File: src/design/mlf_defines.svh
`ifndef MLF_DEFINES_SVH
`define MLF_DEFINES_SVH
// Register byte offsets on the APB bus.
`define A_MIR_CTRL 8'h00
`define A_RMIR_VID 8'h04
`define A_MIR_RX 8'h08
`define A_MIR_TX 8'h0C
`define A_ADMIN 8'h10
`define A_HASH_EN 8'h14
`define A_ACT_LIM 8'h18
`define A_STATUS 8'h1C
`define A_VLAN 8'h20
`define A_LAG_BASE 8'h40
// Mirror control field positions.
`define F_LOC 0
`define F_REM 1
`define F_SRC 2
`define F_REFL 4
`define F_DEST 8
// Hash enable bits.
`define H_SMAC 0
`define H_DMAC 1
`define H_SIP 2
`define H_DIP 3
`define H_SPORT 4
`define H_DPORT 5
// Reset values and parameter defaults.
`define VID_RST 12'h0C8
`define HASH_RST 6'h3D
`define LIM_RST 4'hA
`define MAXM_DEF 10
`define NGRP_DEF 5
`endif

File: src/design/mlf_pkg.sv
package mlf_pkg;
   typedef logic [11:0] vid_t;
   typedef logic [3:0] pidx_t;
   typedef logic [7:0] hash_t;
   typedef logic [5:0] hsel_t;
endpackage

File: src/design/lag_pick_if.sv
`timescale 1ns/10ps
interface lag_pick_if #(parameter int N = 12, parameter int G = 5);
   mlf_pkg::hash_t hash;
   logic [N-1:0] mem [G];
   logic [N-1:0] link;
   logic [3:0] limit [G];
   logic [N-1:0] act [G];
   logic [N-1:0] pick [G];
   modport hsh (output hash);
   modport sel (input hash, mem, link, limit, output act, pick);
   modport top (output mem, link, limit, input hash, act, pick);
endinterface

File: src/design/lag_hash.sv
`timescale 1ns/10ps
`include "mlf_defines.svh"
module lag_hash (
   // Flow fields and enables
   input wire logic [47:0] smac,
   input wire logic [47:0] dmac,
   input wire logic [31:0] sip,
   input wire logic [31:0] dip,
   input wire logic [15:0] sport,
   input wire logic [15:0] dport,
   input wire logic ip4,
   input wire logic l4,
   input wire mlf_pkg::hsel_t en,
   // Hash out
   lag_pick_if.hsh pk
);
   logic [191:0] key;

   // Disabled or absent fields fold in as zero, so one flow keeps one code.
   assign key = {en[`H_SMAC] ? smac : 48'h0, en[`H_DMAC] ? dmac : 48'h0,
      (en[`H_SIP] && ip4) ? sip : 32'h0, (en[`H_DIP] && ip4) ? dip : 32'h0,
      (en[`H_SPORT] && l4) ? sport : 16'h0, (en[`H_DPORT] && l4) ? dport : 16'h0};

   // Byte-wise XOR fold; cheap and purely a function of the key.
   always_comb begin
      pk.hash = 8'h00;
      for (int i = 0; i < 24; i++) begin
         pk.hash = pk.hash ^ key[8*i+:8];
      end
   end
endmodule

File: src/design/lag_pick.sv
`timescale 1ns/10ps
module lag_pick #(parameter int N = 12, parameter int G = 5) (
   // Clock and reset for checks only
   input wire logic clk,
   input wire logic rst_n,
   // Selection carrier
   lag_pick_if.sel pk
);
   for (genvar g = 0; g < G; g++) begin : grp
      logic [4:0] cnt;
      logic [7:0] k;

      // Ports past the active limit stay standby and fill in on a member failure.
      always_comb begin
         cnt = 5'h00;
         pk.act[g] = '0;
         for (int i = 0; i < N; i++) begin
            if (pk.mem[g][i] && pk.link[i] && cnt < {1'b0, pk.limit[g]}) begin
               pk.act[g][i] = 1'b1;
               cnt = cnt + 5'h01;
            end
         end
      end

      // Modulo of the hash over the active members picks the egress port.
      assign k = (cnt == 5'h00) ? 8'h00 : pk.hash % {3'h0, cnt};

      // Pick the k-th active member in port order.
      always_comb begin
         logic [7:0] m;
         m = 8'h00;
         pk.pick[g] = '0;
         for (int i = 0; i < N; i++) begin
            if (pk.act[g][i]) begin
               if (m == k) begin
                  pk.pick[g][i] = 1'b1;
               end
               m = m + 8'h01;
            end
         end
      end

      property p_pick_ok;
         @(posedge clk) disable iff (!rst_n)
         (|pk.act[g]) |-> $onehot(pk.pick[g]) && ((pk.pick[g] & ~pk.act[g]) == '0);
      endproperty
      a_pick_ok: assert property (p_pick_ok) else $error("pick not an active member");
   end
endmodule

File: src/design/mirror_lag_fwd.sv
// The register addresses and register access over APB were chosen for this implementation.
`timescale 1ns/10ps
`include "mlf_defines.svh"
// Operation
// - Frames received on an ingress-mirrored port are copied to the mirror destination.
// - Frames sent on an egress-mirrored port are copied to the mirror destination.
// - Each session enables local and remote mirroring independently.
// - Remote mirroring VLAN is configurable and resets to 200.
// - Reflector port carries only mirrored traffic while remote mirroring is on.
// - A shut-down port is refused as reflector.
// - A shut-down reflector stops remote mirror copies.
// - Reflector needs source type, copper, no learning and no spanning tree.
// - The mirror destination never mirrors its own transmit frames.
// - An aggregated group forwards as one logical port.
// - Group members share one speed and run full duplex.
// - A port belongs to at most one group.
// - Group members cannot be mirror sources or mirror destination.
// - Group members join or leave a VLAN together.
// - One flow always leaves on one member port.
// - Hash uses MACs, IPv4 addresses and L4 ports, each enabled separately.
// - A group holds at most ten members.
// - Up to five groups are supported.
// - Members beyond the active limit wait in standby and replace failures.
module mirror_lag_fwd #(
   parameter int N = 12,
   parameter int G = `NGRP_DEF,
   parameter int MAXM = `MAXM_DEF
) (
   // Clock and reset
   input wire logic CLK,
   input wire logic RESET_N,
   // APB slave
   input wire logic PSEL,
   input wire logic PENABLE,
   input wire logic PWRITE,
   input wire logic [7:0] PADDR,
   input wire logic [31:0] PWDATA,
   output logic [31:0] PRDATA,
   output logic PREADY,
   output logic PSLVERR,
   // Port state from the MAC layer
   input wire logic [N-1:0] PORT_LINK,
   input wire logic [N-1:0] PORT_FDX,
   input wire logic [N-1:0] PORT_COPPER,
   input wire logic [N-1:0] PORT_LEARN,
   input wire logic [N-1:0] PORT_STP,
   input wire logic [2*N-1:0] PORT_SPEED,
   // Frame descriptor in
   input wire logic FRM_VALID,
   output logic FRM_READY,
   input wire mlf_pkg::pidx_t FRM_SRC,
   input wire logic [N-1:0] FRM_DST,
   input wire logic [47:0] FRM_SMAC,
   input wire logic [47:0] FRM_DMAC,
   input wire logic [31:0] FRM_SIP,
   input wire logic [31:0] FRM_DIP,
   input wire logic [15:0] FRM_SPORT,
   input wire logic [15:0] FRM_DPORT,
   input wire logic FRM_IP4,
   input wire logic FRM_L4,
   // Forwarding decision out
   output logic OUT_VALID,
   input wire logic OUT_READY,
   output logic [N-1:0] OUT_DST,
   output logic [N-1:0] OUT_COPY,
   output logic OUT_TAG,
   output mlf_pkg::vid_t OUT_VID
);
   localparam logic [N-1:0] ONE = {{(N-1){1'b0}}, 1'b1};

   logic loc_q, rem_q, srct_q, refused_q;
   mlf_pkg::pidx_t refl_q, dest_q;
   mlf_pkg::vid_t vid_q;
   mlf_pkg::hsel_t hen_q;
   logic [N-1:0] rx_q, tx_q, admin_q, vlan_q;
   logic [N-1:0] lag_q [G];
   logic [3:0] lim_q [G];

   lag_pick_if #(.N(N), .G(G)) pk ();

   function automatic logic rok(input mlf_pkg::pidx_t p);
      rok = ({28'h0, p} < N) && admin_q[p] && PORT_COPPER[p] && !PORT_LEARN[p] && !PORT_STP[p];
   endfunction

   // APB phases and address decode.
   wire setup = PSEL && !PENABLE;
   wire acc_ph = PSEL && PENABLE;
   wire wr = acc_ph && PWRITE;
   wire [7:0] lag_off = PADDR - `A_LAG_BASE;
   wire [2:0] lag_idx = lag_off[4:2];
   wire hit_lag = (PADDR >= `A_LAG_BASE) && ({24'h0, lag_off} < 32'(4 * G))
      && (PADDR[1:0] == 2'h0);
   wire hit_ctrl = PADDR == `A_MIR_CTRL;
   wire hit_vid = PADDR == `A_RMIR_VID;
   wire hit_rx = PADDR == `A_MIR_RX;
   wire hit_tx = PADDR == `A_MIR_TX;
   wire hit_adm = PADDR == `A_ADMIN;
   wire hit_hen = PADDR == `A_HASH_EN;
   wire hit_lim = PADDR == `A_ACT_LIM;
   wire hit_st = PADDR == `A_STATUS;
   wire hit_vl = PADDR == `A_VLAN;
   wire unmapped = !(hit_lag || hit_ctrl || hit_vid || hit_rx || hit_tx || hit_adm
      || hit_hen || hit_lim || hit_st || hit_vl);

   // Union of every group, and of every group but the one addressed.
   logic [N-1:0] lag_all, lag_oth;
   always_comb begin
      lag_all = '0;
      lag_oth = '0;
      for (int g = 0; g < G; g++) begin
         lag_all = lag_all | lag_q[g];
         if (lag_idx != 3'(g)) begin
            lag_oth = lag_oth | lag_q[g];
         end
      end
   end

   // Speeds present among a proposed member set.
   wire [N-1:0] wm = PWDATA[N-1:0];
   logic [3:0] spd_seen;
   always_comb begin
      spd_seen = 4'h0;
      for (int i = 0; i < N; i++) begin
         if (wm[i]) begin
            spd_seen[PORT_SPEED[2*i+:2]] = 1'b1;
         end
      end
   end

   // Configuration checks; a refused write leaves the registers untouched.
   wire [3:0] w_refl = PWDATA[`F_REFL+:4];
   wire [3:0] w_dest = PWDATA[`F_DEST+:4];
   wire [N-1:0] mir_all = rx_q | tx_q | (ONE << dest_q);
   wire bad_ctrl = (PWDATA[`F_REM] && (!PWDATA[`F_SRC] || !rok(w_refl)))
      || ({28'h0, w_dest} >= N) || |(lag_all & (ONE << w_dest));
   wire bad_src = |(wm & lag_all);
   wire bad_lag = |(wm & lag_oth)
      || ($countones(wm) > MAXM)
      || |(wm & mir_all)
      || ($countones(spd_seen) > 1) || |(wm & ~PORT_FDX);
   wire refuse = (hit_ctrl && bad_ctrl) || ((hit_rx || hit_tx) && bad_src)
      || (hit_lag && bad_lag);
   wire wr_ok = wr && !unmapped && !refuse;

   // Zero wait states: read data are latched during the setup cycle.
   assign PREADY = 1'b1;
   assign PSLVERR = acc_ph && (unmapped || (PWRITE && refuse));

   // Control and mirror registers.
   always_ff @(posedge CLK) begin
      if (!RESET_N) begin
         {loc_q, rem_q, srct_q} <= 3'h0;
         refl_q <= 4'h0;
         dest_q <= 4'h0;
      end else if (wr_ok && hit_ctrl) begin
         loc_q <= PWDATA[`F_LOC];
         rem_q <= PWDATA[`F_REM];
         srct_q <= PWDATA[`F_SRC];
         refl_q <= w_refl;
         dest_q <= w_dest;
      end
   end

   // Remote VLAN, mirror sources, admin state and hash enables.
   always_ff @(posedge CLK) begin
      if (!RESET_N) begin
         vid_q <= `VID_RST;
         rx_q <= '0;
         tx_q <= '0;
         admin_q <= '1;
         hen_q <= `HASH_RST;
         vlan_q <= '1;
      end else begin
         if (wr_ok && hit_vid) vid_q <= PWDATA[11:0];
         if (wr_ok && hit_rx) rx_q <= wm;
         if (wr_ok && hit_tx) tx_q <= wm;
         if (wr_ok && hit_adm) admin_q <= wm;
         if (wr_ok && hit_hen) hen_q <= PWDATA[5:0];
         if (wr_ok && hit_vl) vlan_q <= wm;
      end
   end

   // Group member sets and active limits, one slot per group.
   for (genvar g = 0; g < G; g++) begin : grp
      always_ff @(posedge CLK) begin
         if (!RESET_N) begin
            lag_q[g] <= '0;
            lim_q[g] <= `LIM_RST;
         end else begin
            if (wr_ok && hit_lag && lag_idx == 3'(g)) lag_q[g] <= wm;
            if (wr_ok && hit_lim) lim_q[g] <= PWDATA[4*g+:4];
         end
      end
      assign pk.mem[g] = lag_q[g];
      assign pk.limit[g] = lim_q[g];
   end
   assign pk.link = PORT_LINK;

   // Refused-write flag; a new refusal wins over a clear in the same cycle.
   always_ff @(posedge CLK) begin
      if (!RESET_N) begin
         refused_q <= 1'b0;
      end else if (wr && !unmapped && refuse) begin
         refused_q <= 1'b1;
      end else if (wr && hit_st && PWDATA[0]) begin
         refused_q <= 1'b0;
      end
   end

   // Live mirror state; a shut reflector ends remote copies at once.
   wire rem_live = rem_q && srct_q && rok(refl_q);
   wire [N-1:0] refl_bit = ONE << refl_q;
   wire [N-1:0] dest_bit = ONE << dest_q;
   wire [N-1:0] tx_eff = tx_q & ~dest_bit;

   // VLAN membership is widened to whole groups.
   logic [N-1:0] vlan_eff;
   always_comb begin
      vlan_eff = vlan_q;
      for (int g = 0; g < G; g++) begin
         if (|(vlan_q & lag_q[g])) vlan_eff = vlan_eff | lag_q[g];
      end
   end

   // Read mux.
   logic [31:0] st_word, lim_word;
   always_comb begin
      st_word = {31'h0, refused_q};
      st_word[1] = rem_live;
      st_word[2] = loc_q;
      lim_word = 32'h0;
      for (int g = 0; g < G; g++) begin
         st_word[8+g] = |pk.act[g];
         lim_word[4*g+:4] = lim_q[g];
      end
   end
   wire [N-1:0] lag_rd = hit_lag ? lag_q[lag_idx] : '0;
   wire [31:0] rd_mux = hit_ctrl ? {20'h0, dest_q, refl_q, 1'b0, srct_q, rem_q, loc_q}
      : hit_vid ? {20'h0, vid_q}
      : hit_rx ? 32'(rx_q)
      : hit_tx ? 32'(tx_q)
      : hit_adm ? 32'(admin_q)
      : hit_hen ? {26'h0, hen_q}
      : hit_lim ? lim_word
      : hit_st ? st_word
      : hit_vl ? 32'(vlan_eff)
      : 32'(lag_rd);

   always_ff @(posedge CLK) begin
      if (!RESET_N) PRDATA <= 32'h0;
      else if (setup && !PWRITE) PRDATA <= rd_mux;
   end

   // Flow hash and member selection.
   lag_hash u_hash (
      .smac(FRM_SMAC),
      .dmac(FRM_DMAC),
      .sip(FRM_SIP),
      .dip(FRM_DIP),
      .sport(FRM_SPORT),
      .dport(FRM_DPORT),
      .ip4(FRM_IP4),
      .l4(FRM_L4),
      .en(hen_q),
      .pk(pk.hsh)
   );
   lag_pick #(.N(N), .G(G)) u_pick (
      .clk(CLK),
      .rst_n(RESET_N),
      .pk(pk.sel)
   );

   // A group in the destination set collapses to its one picked member.
   logic [N-1:0] dst_l;
   always_comb begin
      dst_l = FRM_DST;
      for (int g = 0; g < G; g++) begin
         if (|(FRM_DST & lag_q[g])) dst_l = (dst_l & ~lag_q[g]) | pk.pick[g];
      end
   end

   // Mirror and reflector decisions for the frame on offer.
   wire acc = FRM_VALID && FRM_READY;
   wire [N-1:0] src_bit = ONE << FRM_SRC;
   wire from_refl = rem_live && (FRM_SRC == refl_q);
   wire [N-1:0] dst_v = dst_l & vlan_eff & ~src_bit & ~(rem_live ? refl_bit : '0);
   wire rx_hit = |(rx_q & src_bit);
   wire tx_hit = |(dst_v & tx_eff);
   wire mir = (rx_hit || tx_hit) && !from_refl;
   wire [N-1:0] cp_v = ((loc_q && mir) ? dest_bit : '0) | ((rem_live && mir) ? refl_bit : '0);

   assign FRM_READY = !OUT_VALID || OUT_READY;

   // One-stage output register; holds while the consumer stalls.
   always_ff @(posedge CLK) begin
      if (!RESET_N) begin
         OUT_VALID <= 1'b0;
         OUT_DST <= '0;
         OUT_COPY <= '0;
         OUT_TAG <= 1'b0;
         OUT_VID <= 12'h000;
      end else if (acc) begin
         OUT_VALID <= 1'b1;
         OUT_DST <= from_refl ? '0 : dst_v;
         OUT_COPY <= cp_v;
         OUT_TAG <= rem_live && mir;
         OUT_VID <= vid_q;
      end else if (OUT_READY) begin
         OUT_VALID <= 1'b0;
      end
   end

   // Helper views for the checks below.
   logic lag_ovl, lag_big;
   always_comb begin
      lag_ovl = 1'b0;
      lag_big = 1'b0;
      for (int a = 0; a < G; a++) begin
         lag_big = lag_big || ($countones(lag_q[a]) > MAXM);
         for (int b = a + 1; b < G; b++) begin
            lag_ovl = lag_ovl || |(lag_q[a] & lag_q[b]);
         end
      end
   end

   property p_rx_copy;
      @(posedge CLK) disable iff (!RESET_N)
      acc && rx_hit && loc_q && !from_refl |=> OUT_VALID && |(OUT_COPY & $past(dest_bit));
   endproperty
   a_rx_copy: assert property (p_rx_copy) else $error("rx frame not mirrored");

   property p_tx_copy;
      @(posedge CLK) disable iff (!RESET_N)
      acc && tx_hit && rem_live && !from_refl |=> OUT_TAG && (OUT_COPY[$past(refl_q)]);
   endproperty
   a_tx_copy: assert property (p_tx_copy) else $error("tx frame not mirrored");

   property p_refl_excl;
      @(posedge CLK) disable iff (!RESET_N)
      acc && rem_live |=> !OUT_DST[$past(refl_q)];
   endproperty
   a_refl_excl: assert property (p_refl_excl) else $error("normal traffic on reflector");

   property p_refl_down;
      @(posedge CLK) disable iff (!RESET_N)
      acc && !admin_q[refl_q] |=> !OUT_TAG;
   endproperty
   a_refl_down: assert property (p_refl_down) else $error("copy via shut reflector");

   property p_refl_refuse;
      @(posedge CLK) disable iff (!RESET_N)
      wr && hit_ctrl && PWDATA[`F_REM] && !PWDATA[`F_SRC] |-> PSLVERR ##1 refused_q;
   endproperty
   a_refl_refuse: assert property (p_refl_refuse) else $error("bad reflector taken");

   property p_dest_notx;
      @(posedge CLK) disable iff (!RESET_N)
      acc && !rx_hit && !rem_live && (dst_v == dest_bit) |=> OUT_COPY == '0;
   endproperty
   a_dest_notx: assert property (p_dest_notx) else $error("dest tx mirrored");

   property p_one_group;
      @(posedge CLK) disable iff (!RESET_N)
      !lag_ovl && !lag_big;
   endproperty
   a_one_group: assert property (p_one_group) else $error("group overlap or size");

   property p_vid_hold;
      @(posedge CLK) disable iff (!RESET_N)
      !(wr && hit_vid) |=> vid_q == $past(vid_q);
   endproperty
   a_vid_hold: assert property (p_vid_hold) else $error("remote VLAN changed");
endmodule

File: config.mk
export PLATFORM = sky130hd
export DESIGN_NAME = mirror_lag_fwd
export DESIGN_NICKNAME = d
export VERILOG_FILES = /design/src/design/mlf_pkg.sv /design/src/design/lag_pick_if.sv /design/src/design/lag_hash.sv /design/src/design/lag_pick.sv /design/src/design/mirror_lag_fwd.sv
export VERILOG_INCLUDE_DIRS = /design/src /design/src/design
export SDC_FILE = /design/constraint.sdc
export NUM_CORES = 2
export LEC_CHECK = 0
export BUFFER_PORTS_ARGS = -buffer_cell sky130_fd_sc_hd__buf_2
export CAP_MARGIN = 20
export CORE_MARGIN = 1
export CORE_UTILIZATION = 50
export CTS_BUF_LIST = sky130_fd_sc_hd__clkbuf_4
export DETAILED_ROUTE_END_ITERATION = 8
export PLACE_DENSITY = 0.79
export SYNTH_ARGS = -nofsm -noshare
export SYNTH_HDL_FRONTEND = slang
export SYNTH_HIERARCHICAL = 1
export SYNTH_SLANG_ARGS = --single-unit
File: constraint.sdc
create_clock -name CLK -period 88.6 [get_ports CLK]
set_input_delay 26.58 -clock CLK [delete_from_list [all_inputs] [get_ports CLK]]
set_output_delay 26.58 -clock CLK [all_outputs]
set_load 0.005 [all_outputs]
==> summary.txt <==
Crit. Startpoint - PORT_LINK[0]
reg2reg start - lim_q[0][0]
largest net degree at the start of global routing - 66
slowest stage delay, CP - 0.90 ns
Syn Inst Count - 5726
post-route ant nets - 0
asr flop ratio synth - 0%
CP required - 89.21 ns
predominant post-synthesis flop cell - dfxtp_1
final hold violations - 0
Synth top cells by count - nand2_1 (586), nor2_1 (451), xnor2_1 (327)
GRT Overall Usage - 38.9%
number of synthesis warnings - 6
die area - 86800 sq um
vias in the first global route - 44500
drt wl/cell - 24.7 um
register area share after synthesis - 12.0%
H-tree depth - 2
Max Freq - 14.9 MHz
area occupied by multi-input gates - 35500 sq um
final period utilization - 75.8%
drt pass-1 iters - 9
Max Cap Viol - 0
slew margin rel. - 17.6%
CTS Hold Bufs - 0
post-DP HPWL - 137 mm
Slew @ Worst Pin - 1.23 ns
Final Slew Violations - 0
worst setup margin - 21.42 ns
# rows - 106
post-synth cell types - 140
Area contributors post-synth - ha_1 (9.5%), xnor2_1 (6.7%), dfxtp_1 (6.4%), edfxtp_1 (5.6%), nand2_1 (5.1%)
most used cell, CP - ha_1
FILL cells - 7975
IO buf count - 388
Crit-path slowest cell - nor4_1
DIE HEIGHT - 295 um
crit path kind - input pin to flip-flop
clock period minus worst slack - 67.18 ns
Initial Util - 50.9%
share of layout cells above drive strength 1 - 14.3%
R2R depth - 151
most common cell in the netlist - nand2_1
Mean Syn Cell Area - 7.48 sq um
critical path arrival - 67.79 ns
drt via density - 6.83
CP Capture Type - flip-flop
Max Root-Sink Buffers - 3
Post-Route Setup TNS - 0 ns
core area - 84200 sq um
root buf cell - clkbuf_4
nets - 6669
sequential cell area - 5120 sq um
I/O Pins - 414
Startpoint Class - input pin
DRT iter0 DRCs - 5863
P&R area growth vs syn - 8.00%
Seq cells post-synth - 216
GP Congestion - 1.03
# resized after CTS - 0
hold depth - 2
clk_lat worst skew - 0.74 ns
total grt overflow - 0
drt drc - 0
status - completed
DR vias - 49000
drt total wl - 177 mm
final setup vio count - 0
Reg clk slew, reported paths - 0.07 ns
DP Area - 45600 sq um
Setup WS pre-CTS - 22.33 ns
CP max FO - 16
Clock Sinks - 216
CTS tree - done
top cell type by total area after synthesis - ha_1
initial antenna violation count - 12
post-route cell area - 46300 sq um
cts bufs inserted - 46
setup repair bufs after CTS - 0
RR Endpoint - OUT_COPY[5]
clk_skew - 0.0857 ns
Post-Syn Area - 42800 sq um
unrepaired setup endpoints after global routing - false
Post-synth EDFFs - 80
Die Width - 295 um
Hold Path Class - flip-flop to flip-flop
crit path capture - OUT_COPY[5]
Yosys top cell area share - 9.47%
worst reg-to-reg setup slack - 46.53 ns
global-route wire length before repair - 264 mm
-- routing by layer --
layer	share of wire, %	track usage [%]	wire, um
met3	12	9.33	21100
met5	0.015	0	27
met2	43	61.2	76000
met1	38	47.3	66800
met4	7.4	25.2	13100
-- worst min-delay path by stage --
stage                      from           to  slack (ns)
finish                PRDATA[3]    PRDATA[3]        0.45
global route        OUT_VID[11]  OUT_VID[11]        0.48
CTS                   PRDATA[3]    PRDATA[3]        0.45
detailed placement    PRDATA[3]    PRDATA[3]        0.44
global placement     OUT_DST[2]   OUT_DST[2]        0.44
floorplan             vid_q[11]  OUT_VID[11]        0.44
-- cell usage in the layout, fill, tap and decap left out, types with 73 or more instances in the layout --
| master | synthesis | routed |
|---|---|---|
| xor2_1 | 120 | 120 |
| mux2i_1 | 89 | 89 |
| nand4_1 | 75 | 75 |
| edfxtp_1 | 80 | 80 |
| xnor2_1 | 327 | 327 |
| o21a_1 | 84 | 84 |
| o21ai_0 | 292 | 292 |
| a211oi_1 | 90 | 90 |
| inv_1 | 257 | 256 |
| a21o_1 | 82 | 82 |
| o211ai_1 | 96 | 96 |
| nor2b_1 | 77 | 77 |
| a21oi_1 | 260 | 260 |
| dfxtp_1 | 136 | 136 |
| nor2_1 | 451 | 451 |
| a22oi_1 | 106 | 106 |
| nand2_1 | 586 | 586 |
| nand3_1 | 215 | 215 |
| nor4_1 | 77 | 77 |
| ha_1 | 324 | 324 |
| nor3_1 | 168 | 167 |
| mux2_2 | 73 | 73 |
| buf_2 | 53 | 389 |
-- cell type report --
class / count / area share [%]
flip-flops and latches: 216 / 11.1
clock inverters: 15 / 0.249
multi-input cells: 4966 / 76.7
clock buffers: 68 / 1.10
repair buffers: 459 / 5.35
diodes: 8 / 0.0433
inverters: 302 / 2.46
well taps: 1134 / 3.07
-- kinds of logic after synthesis --
group           share of synthesized area [%]
simple gates                             25.2
mux                                      5.30
xor+xnor                                 11.8
other cells                            0.0263
buf+inv                                  5.39
flops                                    12.0
fa+ha+maj                                10.1
compound gates                           30.3
-- state kept, by name, summed over array words and instances (netlist names), 12 cells and up --
name	count
OUT_COPY	12
lag_q	60
tx_q	12
admin_q	12
lim_q	20
OUT_VID	12
PRDATA	20
OUT_DST	12
vlan_q	12
vid_q	12
rx_q	12
-- critical path, delay by kind of cell --
family                   cells  cell delay, ns
AO/OA/AOI/OAI               65           19.69
buffers and inverters       17            3.05
adder cells (fa/ha/maj)     17            5.15
multiplexers                 6            2.39
AND/OR/NAND/NOR             41            9.56
XOR/XNOR                     6            1.31
-- stage by stage --
stage               std cells  utilization (%)  hold WS (ns)
global route             7163             54.9         0.477
detailed placement       7075             54.1         0.444
finish                   7168             54.9         0.453
global placement         7075             54.1         0.439
CTS                      7158             54.9         0.454
floorplan                5741                -         0.442
Power is not shown: default switching activity piles up to over one toggle a cycle in this logic, so the estimate is an artifact.
